--- src/hw/flk_pkg.sv ---
// flk_pkg: constants, field layouts and carrier types for the
// fractional-N loop control block.
// assumes a 10 MHz system clock and 32-bit serial words, address low.
package flk_pkg;
  localparam int CLK_PS = 100000;             // 100 ns period
  localparam int W_WORD = 32;
  localparam int W_FRAC = 22;
  localparam int W_NARROW = 10;
  localparam int W_RDIV = 12;
  // register addresses carried in word bits [3:0]
  localparam logic [3:0] ADR_R0 = 4'h0;
  localparam logic [3:0] ADR_R1 = 4'h1;
  localparam logic [3:0] ADR_DEN = 4'h2;
  localparam logic [3:0] ADR_CTL = 4'h3;
  // field positions within a serial word
  localparam int F_CTL = 4;
  localparam int F_DEN = 4;
  localparam int F_RDIV = 4;
  localparam int F_NUMH = 16;
  localparam int F_NUML = 4;
  localparam int W_NUMH = 7;
  localparam int W_NUML = 15;
  // encodings
  localparam logic [2:0] ORD_INT = 3'h0;
  localparam logic [2:0] ORD_FIRST = 3'h1;
  localparam logic [2:0] ORD_MAX = 3'h4;
  localparam logic [1:0] DITHER_OFF = 2'h3;
  localparam logic [3:0] MUX_HIZ = 4'h0;
  localparam logic [3:0] MUX_HIGH = 4'h1;
  localparam logic [3:0] MUX_LOW = 4'h2;
  localparam logic [3:0] MUX_LD = 4'h3;
  localparam logic [3:0] MUX_LDN = 4'h4;
  localparam logic [3:0] MUX_LDOD = 4'h5;
  localparam logic [3:0] MUX_DIAG_END = 4'hD;
  // lock detect
  localparam logic [2:0] LD_GOOD_N = 3'h5;
  localparam logic [7:0] LD_CNT_MAX = 8'hFE;
  localparam logic [15:0] LD_IDLE_MAX = 16'h03E8;
  localparam int LD_WIN_PS0 = 3000;
  localparam int LD_WIN_PS1 = 5500;
  localparam int LD_WIN_PS2 = 8000;
  localparam int LD_WIN_PS3 = 10500;
  localparam int LD_WIN_PS4 = 13000;
  localparam int LD_WIN_PS5 = 15500;
  // reset values
  localparam logic [W_RDIV-1:0] RST_RDIV = 12'h001;
  localparam logic [W_FRAC-1:0] RST_DEN = 22'h000000;

  typedef struct packed {
    logic [3:0] test_out_select;
    logic       fsk;
    logic [2:0] win;
    logic       tri_st;
    logic [1:0] dither;
    logic [2:0] ord;
    logic       wide;
    logic       dbl;
    logic       pol;
  } flk_ctl_t;

  localparam flk_ctl_t RST_CTL = '{test_out_select: MUX_HIZ, fsk: 1'b0, win: 3'h0,
    tri_st: 1'b0, dither: DITHER_OFF, ord: ORD_INT, wide: 1'b1, dbl: 1'b0,
    pol: 1'b0};

  typedef struct packed {
    logic [W_WORD-1:0] sh;
    logic              sclk_q;
    logic              le_q;
    logic              ref_q;
    flk_ctl_t          ctl;
    logic [W_FRAC-1:0] den;
    logic [W_FRAC-1:0] num;
    logic [W_RDIV-1:0] rdiv;
    logic [W_RDIV-1:0] rcnt;
    logic              pd_ref;
    logic [2:0]        ord_a;
    logic [1:0]        dither_a;
    logic              wide_a;
    logic [2:0]        ord_o;
    logic [1:0]        dither_o;
    logic              frac;
    logic [W_FRAC-1:0] num_o;
    logic [W_FRAC-1:0] den_o;
    logic              cal;
    logic              tst;
    logic              tst_oe;
  } flk_top_st_t;

  typedef struct packed {
    logic        pend_ref;
    logic        pend_fb;
    logic [7:0]  cnt;
    logic [2:0]  good;
    logic        locked;
    logic [15:0] idle;
  } flk_ld_st_t;

  // lock window in clock cycles, floored, never below one
  function automatic logic [7:0] flk_win_cyc(input logic [2:0] sel);
    int ps;
    ps = LD_WIN_PS0;
    case (sel)
      3'h1: ps = LD_WIN_PS1;
      3'h2: ps = LD_WIN_PS2;
      3'h3: ps = LD_WIN_PS3;
      3'h4: ps = LD_WIN_PS4;
      3'h5: ps = LD_WIN_PS5;
      default: ps = LD_WIN_PS0;
    endcase
    return (ps / CLK_PS < 1) ? 8'h01 : 8'(ps / CLK_PS);
  endfunction : flk_win_cyc
endpackage : flk_pkg

--- src/hw/flk_lock_det.sv ---
// flk_lock_det: digital lock detector comparing reference and feedback
// divider pulses; assumes both are one-cycle pulses on I_CLK.
module flk_lock_det
  import flk_pkg::*;
#(
  parameter logic [15:0] IDLE_MAX = LD_IDLE_MAX
) (
  input  wire logic       i_clk,
  input  wire logic       i_srst,
  input  wire logic       i_ref,
  input  wire logic       i_fb,
  input  wire logic [2:0] i_win,
  output logic            o_locked
);
  flk_ld_st_t s_r;
  flk_ld_st_t s_nxt;
  logic       closed;
  logic [7:0] off;
  logic [7:0] win;

  // pair the edges, grade each phase detector cycle, watch the reference
  always_comb begin
    s_nxt  = s_r;
    closed = 1'b0;
    off    = 8'h00;
    win    = flk_win_cyc(i_win);           // RULE14
    if (!(s_r.pend_ref | s_r.pend_fb)) begin
      if (i_ref && i_fb) begin
        closed = 1'b1;
      end else if (i_ref) begin
        s_nxt.pend_ref = 1'b1;
        s_nxt.cnt      = 8'h00;
      end else if (i_fb) begin
        s_nxt.pend_fb = 1'b1;
        s_nxt.cnt     = 8'h00;
      end
    end else if ((s_r.pend_ref && i_fb) || (s_r.pend_fb && i_ref) ||
                 s_r.cnt == LD_CNT_MAX) begin
      // a missing partner saturates and grades as far out of window
      closed         = 1'b1;
      off            = s_r.cnt + 8'h01;
      s_nxt.pend_ref = 1'b0;
      s_nxt.pend_fb  = 1'b0;
    end else begin
      s_nxt.cnt = s_r.cnt + 8'h01;
    end
    if (closed) begin
      if (!s_r.locked) begin
        if (off < win) begin
          if (s_r.good == LD_GOOD_N - 3'h1) begin
            s_nxt.locked = 1'b1;           // RULE11
            s_nxt.good   = 3'h0;
          end else begin
            s_nxt.good = s_r.good + 3'h1;
          end
        end else begin
          s_nxt.good = 3'h0;               // RULE21
        end
      end else if (off > win) begin
        s_nxt.locked = 1'b0;               // RULE12
      end
    end
    // a dead reference cannot leave a stale lock behind
    s_nxt.idle = i_ref ? 16'h0000 :
                 (s_r.idle == IDLE_MAX ? s_r.idle : s_r.idle + 16'h0001);
    if (s_r.idle == IDLE_MAX) begin
      s_nxt.locked = 1'b0;                 // RULE13
      s_nxt.good   = 3'h0;
    end
    if (i_srst) begin
      s_nxt = '0;
    end
  end

  always_ff @(posedge i_clk) begin
    s_r <= s_nxt;
  end

  assign o_locked = s_r.locked;

  property p_lock_rise;
    @(posedge i_clk) disable iff (i_srst)
    $rose(s_r.locked) |-> $past(s_r.good) == LD_GOOD_N - 3'h1;
  endproperty
  a_lock_rise: assert property (p_lock_rise) // RULE11
    else $error("lock rose without five good cycles");

  property p_idle_unlock;
    @(posedge i_clk) disable iff (i_srst)
    (s_r.idle == IDLE_MAX) |=> !s_r.locked;
  endproperty
  a_idle_unlock: assert property (p_idle_unlock) // RULE13
    else $error("lock held with reference gone");

  property p_hold;
    @(posedge i_clk) disable iff (i_srst)
    (s_r.locked && s_r.idle != IDLE_MAX && !(closed && off > win))
      |=> s_r.locked;
  endproperty
  a_hold: assert property (p_hold) // RULE12
    else $error("lock dropped inside exit window");
endmodule : flk_lock_det

--- src/hw/flk_top.sv ---
// flk_top: serial-programmed control of a fractional-N synthesizer
// loop: control word, denominator, dividers, lock detect, test pin.
// assumes serial pins and reference are synchronous to I_CLK.
// Summary of operation
// RULE1 - polarity bit clear drives pump positive, set drives negative
// RULE2 - doubler set doubles reference and bypasses reference divider
// RULE3 - wide fraction set uses 22 bits, clear uses low 10 bits
// RULE4 - host clears wide fraction before enabling shift keying
// RULE5 - order 0 integer, 1 to 4 modulator orders, 5-7 illegal
// RULE6 - first order applies no compensation and no dithering
// RULE7 - dither 0 weak, 1 medium, 2 strong, 3 off
// RULE8 - host keeps dither off in integer or first order
// RULE9 - host should disable dither when numerator is zero
// RULE10 - tri-state bit set floats pump, clear runs normally
// RULE11 - lock declared after five consecutive in-window cycles
// RULE12 - lock held until offset exceeds exit window
// RULE13 - lost reference reliably reports unlocked
// RULE14 - window select gives 3 to 15.5 ns, 6-7 reserved; code floors every select to a one-cycle (100 ns) window
// RULE15 - shift keying bit enables keying through feedback divider
// RULE16 - 22-bit denominator applied only in fractional mode
// RULE17 - any divider register write starts calibration on internal VCO
// RULE18 - 12-bit reference divider divides by 1 to 4095, 0 illegal
// RULE19 - 22-bit numerator split over two words, fractional only
// RULE20 - lock detect test mode drives high when locked
// RULE21 - unlocked bad cycle clears consecutive count
// RULE22 - mode changes apply at next phase detector cycle
module flk_top
  import flk_pkg::*;
#(
  parameter logic [15:0] IDLE_MAX = LD_IDLE_MAX
) (
  input  wire logic              I_CLK,
  input  wire logic              I_SRST,
  input  wire logic              I_SER_CLK,
  input  wire logic              I_SER_DATA,
  input  wire logic              I_SER_LE,
  input  wire logic              I_REF_IN,
  input  wire logic              I_FB_PULSE,
  input  wire logic              I_VCO_INTERNAL,
  output logic                   O_PUMP_POL,
  output logic                   O_PUMP_TRI,
  output logic                   O_PD_REF,
  output logic [2:0]             O_MOD_ORDER,
  output logic [1:0]             O_DITHER,
  output logic                   O_FRAC_MODE,
  output logic [W_FRAC-1:0]      O_NUM,
  output logic [W_FRAC-1:0]      O_DEN,
  output logic                   O_FSK_EN,
  output logic                   O_CAL_START,
  output logic                   O_LOCK,
  output logic                   O_TEST_LOCK_OUT,
  output logic                   O_TEST_OE
);
  flk_top_st_t       s_r;
  flk_top_st_t       s_nxt;
  logic              locked;
  logic              le_rise;
  logic [3:0]        adr;
  logic              ref_tick;
  logic              ref_rise;
  logic [W_RDIV-1:0] rdiv_eff;
  logic [W_NARROW-1:0] num_lo;
  logic [W_NARROW-1:0] den_lo;

  flk_lock_det #(
    .IDLE_MAX (IDLE_MAX)
  ) u_lock (
    .i_clk    (I_CLK),
    .i_srst   (I_SRST),
    .i_ref    (s_r.pd_ref),
    .i_fb     (I_FB_PULSE),
    .i_win    (s_r.ctl.win),
    .o_locked (locked)
  );

  // decode, write, reference path and applied modulator settings
  always_comb begin
    s_nxt    = s_r;
    le_rise  = I_SER_LE && !s_r.le_q;
    adr      = s_r.sh[3:0];
    ref_rise = I_REF_IN && !s_r.ref_q;
    ref_tick = I_REF_IN != s_r.ref_q;
    num_lo   = s_r.num[W_NARROW-1:0];
    den_lo   = s_r.den[W_NARROW-1:0];
    // zero would stall the divider, so it acts as one
    rdiv_eff = (s_r.rdiv == '0) ? RST_RDIV : s_r.rdiv; // RULE18
    s_nxt.sclk_q = I_SER_CLK;
    s_nxt.le_q   = I_SER_LE;
    s_nxt.ref_q  = I_REF_IN;
    s_nxt.cal    = 1'b0;
    if (I_SER_CLK && !s_r.sclk_q) begin
      s_nxt.sh = {s_r.sh[W_WORD-2:0], I_SER_DATA};
    end
    if (le_rise) begin
      unique case (adr)
        ADR_CTL: s_nxt.ctl = flk_ctl_t'(s_r.sh[F_CTL +: $bits(flk_ctl_t)]);
        ADR_DEN: s_nxt.den = s_r.sh[F_DEN +: W_FRAC]; // RULE16
        ADR_R1: begin
          s_nxt.rdiv = s_r.sh[F_RDIV +: W_RDIV];
          s_nxt.num[W_FRAC-1 -: W_NUMH] = s_r.sh[F_NUMH +: W_NUMH]; // RULE19
        end
        ADR_R0: s_nxt.num[W_NUML-1:0] = s_r.sh[F_NUML +: W_NUML]; // RULE19
        default: ;
      endcase
      // rewriting the same value still recalibrates
      if ((adr == ADR_R0 || adr == ADR_R1) && I_VCO_INTERNAL) begin
        s_nxt.cal = 1'b1;                  // RULE17
      end
    end
    // doubled reference skips the divider entirely
    s_nxt.pd_ref = 1'b0;
    if (s_r.ctl.dbl) begin
      s_nxt.pd_ref = ref_tick;             // RULE2
      s_nxt.rcnt   = '0;
    end else if (ref_rise) begin
      if (s_r.rcnt + 12'h001 >= rdiv_eff) begin
        s_nxt.pd_ref = 1'b1;               // RULE18
        s_nxt.rcnt   = '0;
      end else begin
        s_nxt.rcnt = s_r.rcnt + 12'h001;
      end
    end
    // mode bits land on a cycle boundary; divider words are untouched
    if (s_r.pd_ref) begin
      s_nxt.ord_a  = s_r.ctl.ord;          // RULE22
      s_nxt.dither_a = s_r.ctl.dither;
      s_nxt.wide_a = s_r.ctl.wide;
    end
    // illegal orders fall back to integer mode
    s_nxt.ord_o = (s_r.ord_a > ORD_MAX) ? ORD_INT : s_r.ord_a; // RULE5
    s_nxt.frac  = s_r.ord_a != ORD_INT && s_r.ord_a <= ORD_MAX;
    s_nxt.dither_o = (s_r.ord_a <= ORD_FIRST || s_r.ord_a > ORD_MAX) ?
                     DITHER_OFF : s_r.dither_a; // RULE6 RULE7
    if (!s_nxt.frac) begin
      s_nxt.num_o = '0;                    // RULE16
      s_nxt.den_o = '0;
    end else if (s_r.wide_a) begin
      s_nxt.num_o = s_r.num;               // RULE3
      s_nxt.den_o = s_r.den;
    end else begin
      s_nxt.num_o = {{(W_FRAC-W_NARROW){1'b0}}, num_lo}; // RULE3
      s_nxt.den_o = {{(W_FRAC-W_NARROW){1'b0}}, den_lo};
    end
    // test pin: analog and diagnostic modes have no source here
    s_nxt.tst    = 1'b0;
    s_nxt.tst_oe = s_r.ctl.test_out_select != MUX_HIZ &&
                   s_r.ctl.test_out_select <= MUX_DIAG_END;
    unique case (s_r.ctl.test_out_select)
      MUX_HIGH: s_nxt.tst = 1'b1;
      MUX_LD:   s_nxt.tst = locked;        // RULE20
      MUX_LDN:  s_nxt.tst = !locked;
      MUX_LDOD: s_nxt.tst_oe = !locked;    // RULE20
      default:  s_nxt.tst = 1'b0;
    endcase
    if (I_SRST) begin
      s_nxt        = '0;
      s_nxt.ctl    = RST_CTL;
      s_nxt.rdiv   = RST_RDIV;
      s_nxt.den    = RST_DEN;
      s_nxt.dither_a = DITHER_OFF;
      s_nxt.dither_o = DITHER_OFF;
      s_nxt.wide_a = RST_CTL.wide;
    end
  end

  always_ff @(posedge I_CLK) begin
    s_r <= s_nxt;
  end

  // outputs straight from state
  assign O_PUMP_POL      = s_r.ctl.pol;    // RULE1
  assign O_PUMP_TRI      = s_r.ctl.tri_st; // RULE10
  assign O_FSK_EN        = s_r.ctl.fsk;    // RULE15
  assign O_PD_REF        = s_r.pd_ref;
  assign O_MOD_ORDER     = s_r.ord_o;
  assign O_DITHER        = s_r.dither_o;
  assign O_FRAC_MODE     = s_r.frac;
  assign O_NUM           = s_r.num_o;
  assign O_DEN           = s_r.den_o;
  assign O_CAL_START     = s_r.cal;
  assign O_LOCK          = locked;
  assign O_TEST_LOCK_OUT = s_r.tst;
  assign O_TEST_OE       = s_r.tst_oe;

  property p_ctl_write;
    @(posedge I_CLK) disable iff (I_SRST)
    (I_SER_LE && !s_r.le_q && s_r.sh[3:0] == ADR_CTL) |=>
      O_PUMP_POL == $past(s_r.sh[F_CTL]) &&
      O_PUMP_TRI == $past(s_r.sh[F_CTL + 8]);
  endproperty
  a_ctl_write: assert property (p_ctl_write) // RULE1
    else $error("polarity or tri-state not taken from write");

  property p_cal;
    @(posedge I_CLK) disable iff (I_SRST)
    (I_SER_LE && !s_r.le_q && s_r.sh[3:1] == 3'h0 && I_VCO_INTERNAL)
      |=> O_CAL_START ##1 !O_CAL_START;
  endproperty
  a_cal: assert property (p_cal) // RULE17
    else $error("divider write did not pulse calibration");

  property p_dbl;
    @(posedge I_CLK) disable iff (I_SRST)
    (s_r.ctl.dbl && I_REF_IN != s_r.ref_q) |=> O_PD_REF;
  endproperty
  a_dbl: assert property (p_dbl) // RULE2
    else $error("doubled reference edge lost");

  property p_dither_off;
    @(posedge I_CLK) disable iff (I_SRST)
    (O_MOD_ORDER <= ORD_FIRST) |-> O_DITHER == DITHER_OFF;
  endproperty
  a_dither_off: assert property (p_dither_off) // RULE6
    else $error("dither active in integer or first order");

  property p_int;
    @(posedge I_CLK) disable iff (I_SRST)
    !O_FRAC_MODE |-> O_NUM == '0 && O_DEN == '0 && O_MOD_ORDER == ORD_INT;
  endproperty
  a_int: assert property (p_int) // RULE16
    else $error("fraction words applied in integer mode");

  property p_narrow;
    @(posedge I_CLK) disable iff (I_SRST)
    (!s_r.wide_a) |=> O_NUM[W_FRAC-1:W_NARROW] == '0 &&
                      O_DEN[W_FRAC-1:W_NARROW] == '0;
  endproperty
  a_narrow: assert property (p_narrow) // RULE3
    else $error("upper fraction bits used in narrow mode");
endmodule : flk_top

--- config.mk ---
export PLATFORM = sky130hd
export DESIGN_NAME = flk_top
export DESIGN_NICKNAME = d
export VERILOG_FILES = /design/src/hw/flk_pkg.sv /design/src/hw/flk_lock_det.sv /design/src/hw/flk_top.sv
export SDC_FILE = /design/constraint.sdc
export NUM_CORES = 1
export LEC_CHECK = 0
export ABC_AREA = 1
export BUFFER_PORTS_ARGS = -buffer_cell sky130_fd_sc_hd__buf_2
export CAP_MARGIN = 20
export CORE_MARGIN = 5
export CORE_UTILIZATION = 60
export CTS_BUF_LIST = sky130_fd_sc_hd__clkbuf_4
export DETAILED_ROUTE_END_ITERATION = 12
export GPL_TIMING_DRIVEN = 1
export PLACE_DENSITY = 0.79
export SETUP_SLACK_MARGIN = 0.02
export SLEW_MARGIN = 20
export SYNTH_ARGS = -nofsm -noshare
export SYNTH_HDL_FRONTEND = slang
export SYNTH_HIERARCHICAL = 1
export SYNTH_SLANG_ARGS = --single-unit
--- constraint.sdc ---
create_clock -name I_CLK -period 3.7 [get_ports I_CLK]
set_clock_uncertainty 0.1 [all_clocks]
set_input_delay 0.185 -clock I_CLK [delete_from_list [all_inputs] [get_ports I_CLK]]
set_output_delay 0.185 -clock I_CLK [all_outputs]
set_load 0.005 [all_outputs]
==> PnR_summary.wiki, run 1 <==
{| class="wikitable"
! Metric !! Value
|-
| Outcome || complete, no violations
|-
| Height of the die || 128 µm
|-
| Setup repair after global routing missed its margin || false
|-
| Core area || 13770 µm²
|-
| GRT Total Usage || 20.44%
|-
| Max transition margin || 43.50%
|-
| Total Die Area || 16380 µm²
|-
| Number of fillers in the final layout || 1163
|-
| Initial antenna violation count || 0
|-
| N_diodes || 0
|-
| Period minus WS final || 2.673 ns
|-
| CTS tree || yes
|-
| Largest incremental delay on the critical path || 0.45 ns
|-
| Global-route wire length before repair || 28080 µm
|-
| Cell-by-cell trace of the critical path || ha_1 -> nand2_1 -> nor2_2 -> nand3_1 -> nand2_1 -> nand2_1 -> ha_1 -> nand2_1 -> nor2_1 -> nand2_1 -> nor2_1 -> nor2_2 -> nand4_1 -> a21oi_1
|-
| Final-report setup violation count || 0
|-
| Pins over their slew limit || 0
|-
| Number of primary I/O pins || 66
|-
| Num CTS Buffers || 49
|-
| Netlist area before placement || 8354 µm²
|-
| Peak fanout along the critical path || 13
|-
| Endpoint arrival time on the critical path || 3.09 ns
|-
| Overall via count from detail_route || 6576
|-
| Sequential cell area || 4024 µm²
|-
| Worst IR Drop VDD || 0.2801 mV
|-
| Remaining Overflow, GRT || 0
|-
| Number of port buffers || 65
|-
| Maximum clock insertion buffer count || 3
|-
| HPWL after detailed placement || 10830 µm
|-
| Class of the tightest hold or removal check || in -> reg
|-
| Average cell area after synthesis || 7.995 µm²
|-
| Syn Inst Count || 1045
|-
| Max-capacitance violation count || 0
|-
| Slew of the pin with the lowest slew margin || 0.8444 ns
|-
| Area growth syn-to-layout || 7.923%
|-
| Number of nets in the finished design || 1115
|-
| Multi-input logic area || 3168 µm²
|-
| Slowest CP cell || nor2_2
|-
| PwrDens || 501.1 nW/µm²
|-
| Worst skew pair latency || 0.63 ns
|-
| Post-CTS Setup Inserts || 0
|-
| Maximum level of the CTS H-tree || 2
|-
| Sum of buffers and inverters on the critical path || 0
|-
| Total nets after synthesis || 1074
|-
| Fraction of layout instances using a drive strength above 1 || 16.62%
|-
| Setup TNS || 0 ns
|-
| Clock Root Buffer || clkbuf_4
|-
| Critical Path End Type || flop
|-
| Vias per std cell || 5.062
|-
| Via count of the first global-routing pass || 6166
|-
| Critical setup path kind || reg -> reg
|-
| Number of resized instances in the post-cts repair step || 0
|-
| Setup slack of the critical path after layout || 1.027 ns
|-
| First-pass iteration count of the detailed router || 7
|-
| Element type at the critical path start || flop
|-
| Required time of the critical path || 4.11 ns
|-
| Starting DRC count in detailed routing || 449
|-
| Rows || 43
|-
| Number of clock sinks || 201
|-
| Most frequent cell on the critical path || nand2_1
|-
| Routed WL || 16550 µm
|-
| Global placement routability congestion || 0.8433
|-
| Cell leakage power || 0.003847 µW
|-
| Endpoints failing hold || 0
|-
| Final critical-path share of the clock period || 72.25%
|-
| Total number of yosys warnings || 6
|-
| Initial core utilization || 60.66%
|-
| Number of antenna-violating nets in the routed design || 0
|-
| Setup slack after placement || 1.080 ns
|-
| CTS clk-pin slew, worst paths || 0.07 ns
|-
| Avg WL per Cell || 12.74 µm
|-
| Largest net degree at the start of global routing || 103
|-
| Kind of cell with the highest combined delay on the critical path || simple AND/OR/NAND/NOR gates
|-
| Overall die width || 128 µm
|-
| Remaining DRCs || 0
|-
| Maximum clock frequency || 374.1 MHz
|}
## what timing repair did
action                                 in CTS  in global routing
setup endpoints to repair                   0                  0
endpoints found under the hold margin      16                  0
hold buffers                               12                  0
## report_power, final
group	leakage [µW]	switching, µW	total (µW)	internal (µW)
Sequential	0.00163	73.4	2330	2260
Combinational	0.00185	278	415	137
Clock	0.000359	833	1770	937
## worst min-delay path, cell delays in order
cell and delay [ns]:
dlygate4sd3_1 0.53, buf_2 0.10, o21ai_0 0.07, a21oi_1 0.11
## area by class of cell
type                            count  share of cell area, %
Sequential cell                   201                  44.63
Timing Repair Buffer               80                  5.190
Clock buffer                       70                  5.828
Inverter                          137                  5.787
Clock inverter                     14                 0.9298
Tap cell                          180                  2.498
Multi-Input combinational cell    617                  35.14
## layout by cell type (no fill, tap or decap), drive strengths merged, types with 3 or more instances in the layout
| master | instances |
|---|---|
| or2 | 3 |
| clkinv | 14 |
| clkbuf | 70 |
| nand3 | 36 |
| ha | 21 |
| inv | 136 |
| nor2 | 154 |
| nand2 | 118 |
| o21ai | 121 |
| a21oi | 117 |
| nor4 | 4 |
| nor3 | 7 |
| a211oi | 3 |
| dfxtp | 201 |
| buf | 68 |
| nand4 | 20 |
| xor2 | 3 |
| dlygate4sd3 | 12 |
## metal layers
layer,GRT usage (%),vias to the layer above,share of wire [%]
met4,7.366,0,1.7
met2,33.49,136,48
met5,0,-,0
met1,26.64,2985,45
met3,4.500,27,5.0
li1,-,3428,-
## per-stage QoR
stage                     power, µW  instances  hold WS (ns)  utilization (%)  instance area (µm²)
final                          4518       1299        0.3071            65.46                 9016
after global routing           4773       1299        0.3393            65.46                 9016
after CTS                      4566       1299        0.2544            65.46                 9016
after detailed placement       2784       1203        0.3025            60.17                 8287
after global placement         2771       1203        0.2982            60.17                 8287
after floorplan                2709       1045        0.1920                -                 8354
## flip-flops by register name, indices dropped and copies added (netlist names)
signal	count
O_DEN	22
O_PUMP_TRI	1
O_MOD_ORDER	3
adr	4
s_r	90
O_FSK_EN	1
O_PD_REF	1
O_FRAC_MODE	1
num_lo	10
O_TEST_LOCK_OUT	1
O_NUM	22
u_lock/s_r	29
u_lock/o_locked	1
den_lo	10
O_CAL_START	1
O_PUMP_POL	1
O_TEST_OE	1
O_DITHER	2
## final timing paths
kind	from	end	slack, ns	cells after the start
worst max-delay path	s_r[61]	s_r[61]	1.03	14
worst min register to register	s_r[104]	O_NUM[20]	0.32	2
worst max register to register	s_r[61]	s_r[61]	1.03	14
worst min-delay path	I_SER_DATA	adr[0]	0.31	4
Note: power is estimated with default switching activity, not from simulation.
==> run 2: changes to the inputs <==
Settings changed: CORE_UTILIZATION 60 to 56, PLACE_DENSITY 0.79 to 0.77.
Clock period 3.7 ns to 2.3 ns, I/O delays scaled along.
==> run 2 against run 1 <==
Against the previous run:
- cell count is 2.6% higher
- setup slack worse by 0.97 ns
- die area is 6.6% higher
- critical path depth is 2 higher
- wire length is 4.5% higher
- final area is 4.5% higher
- first-iteration DRC count is 18% lower
- sequential share of layout area is 1.9 points lower
- via count is 3.9% higher
==> PnR_summary.wiki, run 2 (synthesized netlist as in run 1, its figures left out) <==
{| class="wikitable"
! Metric !! Value
|-
| Remaining DRCs || 0 (unchanged)
|-
| Cell-by-cell trace of the critical path || buf_6 -> nand2_4 -> nor2_4 -> nand3_2 -> nand2_2 -> nand2_2 -> ha_4 -> nand2_4 -> nor2_4 -> nand2_2 -> nor2_2 -> nand2_2 -> buf_6 -> nand2_1 -> nand2_1 -> a21oi_2
|-
| Starting DRC count in detailed routing || 369 (-18%)
|-
| Avg WL per Cell || 12.97 µm (+1.8%)
|-
| Area growth syn-to-layout || 12.79%
|-
| Initial core utilization || 57.26% (-3.4 points)
|-
| Worst R2R Start || s_r[61]
|-
| Largest register by flop count || s_r
|-
| Required time of the critical path || 2.79 ns (-1.32 ns)
|-
| Sum of internal, switching and leakage power || 7379 µW (+63%)
|-
| Routed WL || 17290 µm (+4.5%)
|-
| Slew of the pin with the lowest slew margin || 0.7590 ns (-0.08536 ns)
|-
| Number of fillers in the final layout || 1201 (+3.3%)
|-
| GRT Total Usage || 19.11% (-1.3 points)
|-
| PwrDens || 783.1 nW/µm² (+56%)
|-
| Maximum clock frequency || 445.0 MHz (+19%)
|-
| Clock Root Buffer || clkbuf_4
|-
| Slowest CP cell || dfxtp_2
|-
| Reg2Reg Depth || 16 (+2)
|-
| Hold Path Origin || I_VCO_INTERNAL
|-
| Setup slack of the critical path after layout || 0.05268 ns (-0.9741 ns)
|-
| Endpoints failing hold || 0 (unchanged)
|-
| Number of antenna-violating nets in the routed design || 0 (unchanged)
|-
| Setup TNS || 0 ns (unchanged)
|-
| Overall via count from detail_route || 6832 (+3.9%)
|-
| Via count of the first global-routing pass || 6299 (+2.2%)
|-
| Overall die width || 132.1 µm (+3.2%)
|-
| Max-capacitance violation count || 0 (unchanged)
|-
| Rows || 44 (+2.3%)
|-
| Vias per std cell || 5.125 (+1.2%)
|-
| Outcome || complete, no violations
|-
| Critical Path End Type || flop
|-
| First-pass iteration count of the detailed router || 5 (-2)
|-
| CTS clk-pin slew, worst paths || 0.06 ns (about the same)
|-
| Class of the tightest hold or removal check || in -> reg
|-
| Element type at the critical path start || flop
|-
| Number of port buffers || 65 (unchanged)
|-
| Maximum level of the CTS H-tree || 2 (unchanged)
|-
| Peak fanout along the critical path || 6 (-7)
|-
| Endpoint arrival time on the critical path || 2.74 ns (-0.35 ns)
|-
| Max transition margin || 49.34% (+5.8 points)
|-
| Remaining Overflow, GRT || 0 (unchanged)
|-
| Number of nets in the finished design || 1138 (+2.1%)
|-
| Global placement routability congestion || 0.8170 (-3.1%)
|-
| Num CTS Buffers || 50 (+2.0%)
|-
| Final-report setup violation count || 0 (unchanged)
|-
| Max reg flops || 90 (unchanged)
|-
| Largest registers || s_r: 90 flops, u_lock/s_r: 29 flops
|-
| Setup repair after global routing missed its margin || true
|-
| Multi-input logic area || 3326 µm² (+5.0%)
|-
| Most frequent cell on the critical path || nand2_2
|-
| Sequential cell area || 4030 µm² (+0.16%)
|-
| Total Die Area || 17460 µm² (+6.6%)
|-
| Global-route wire length before repair || 28750 µm (+2.4%)
|-
| Maximum clock insertion buffer count || 3 (unchanged)
|-
| Pins over their slew limit || 0 (unchanged)
|-
| Core area || 14590 µm² (+5.9%)
|-
| Largest net degree at the start of global routing || 60 (-42%)
|-
| Final critical-path share of the clock period || 97.71% (+25 points)
|-
| Number of primary I/O pins || 66 (unchanged)
|-
| Cell leakage power || 0.004017 µW (+4.4%)
|-
| Worst skew pair latency || 0.65 ns (+0.02 ns)
|-
| HPWL after detailed placement || 11310 µm (+4.4%)
|-
| Critical setup path kind || reg -> reg
|-
| Number of clock sinks || 201 (unchanged)
|-
| CTS tree || yes
|-
| Capturing point of the worst reg2reg path || O_PD_REF
|-
| Largest incremental delay on the critical path || 0.35 ns (-0.10 ns)
|-
| Initial antenna violation count || 1 (+1)
|-
| Period minus WS final || 2.247 ns (-0.4259 ns)
|-
| Worst hold path endpoint || O_CAL_START
|-
| R2r setup slk || 0.05 ns (-0.97 ns)
|-
| Height of the die || 132.1 µm (+3.2%)
|-
| Number of stages on the worst hold path || 4 (unchanged)
|-
| Setup slack after placement || -0.2361 ns (-1.316 ns)
|-
| Most common cell after layout, fill and taps aside || dfxtp_1
|-
| Most frequent cells in the layout || dfxtp_1, nor2_1, inv_1
|-
| Fraction of layout instances using a drive strength above 1 || 21.25% (+4.6 points)
|-
| Worst IR Drop VDD || 0.4000 mV (+43%)
|}
==> run 2: cell types whose count changed in the layout (fill, tap and decap cells not counted), moves of 8 or more <==
cell and change:
nand2_1 -12, buf_4 +16, clkinv_2 +8, nand2_2 +10
==> run 2: routing by layer <==
| layer | global-route usage, % | routed length, µm | part of all wire, % | vias up |
|---|---|---|---|---|
| met2 | 31.11 | 8301 | 48 | 159 |
| met4 | 7.657 | 399 | 2.3 | 0 |
| li1 | - | - | - | 3487 |
| met5 | 0 | 0 | 0 | - |
| met3 | 4.198 | 906 | 5.2 | 34 |
| met1 | 24.72 | 7682 | 44 | 3152 |
==> run 2: cell type report <==
| type | instances | area share [%] |
|---|---|---|
| clock buffer | 65 | 5.179 |
| antenna | 1 | 0.02656 |
| multi-input combinational | 617 | 35.29 |
| tap | 184 | 2.443 |
| sequential | 201 | 42.77 |
| inverter | 137 | 5.537 |
| clock inverter | 26 | 1.500 |
| timing repair buffer | 102 | 7.250 |
==> run 2: per-stage QoR <==
stage / utilization [%] / cell area [µm²] / hold WS, ns / cells
final: 64.59 / 9423 / 0.1633 / 1333
after global routing: 64.59 / 9423 / 0.1536 / 1333
after global placement: 57.93 / 8452 / 0.2314 / 1225
after floorplan: - / 8354 / 0.1220 / 1045
after CTS: 63.32 / 9238 / 0.1086 / 1329
after detailed placement: 57.93 / 8452 / 0.2543 / 1225
==> run 2: worst max-delay path, delay by kind of cell, from the launching register on <==
family	cells	cell delay (ns)
flops	1	0.35
buf+inv	2	0.24
compound gates	1	0.12
fa+ha+maj	1	0.29
simple gates	12	1.07
==> run 2: worst max-delay path by stage <==
stage	start	end	slack (ns)	cells after the start
after floorplan	s_r[60]	s_r[70]	0.09	15
after global placement	s_r[60]	s_r[71]	-0.14	14
after detailed placement	s_r[60]	s_r[70]	-0.24	14
after CTS	s_r[61]	s_r[66]	0.04	15
after global routing	s_r[61]	s_r[62]	-0.09	15
final	s_r[61]	O_PD_REF	0.05	16
==> run 2: timing repair <==
| item | 4_1_cts | 5_1_grt |
|---|---|---|
| hold buffers | 11 | 0 |
| hold endpoints to repair | 60 | 0 |
| endpoints found under the setup margin | 13 | 13 |
| pin swaps | 2 | 15 |
| setup buffers | 2 | 3 |
| resized for setup | 6 | 38 |
==> run 2: where the power goes <==
part           total [µW]  switching (µW)  internal, µW
sequential           3750             117          3640
clock                2860            1410          1460
combinational         762             477           284
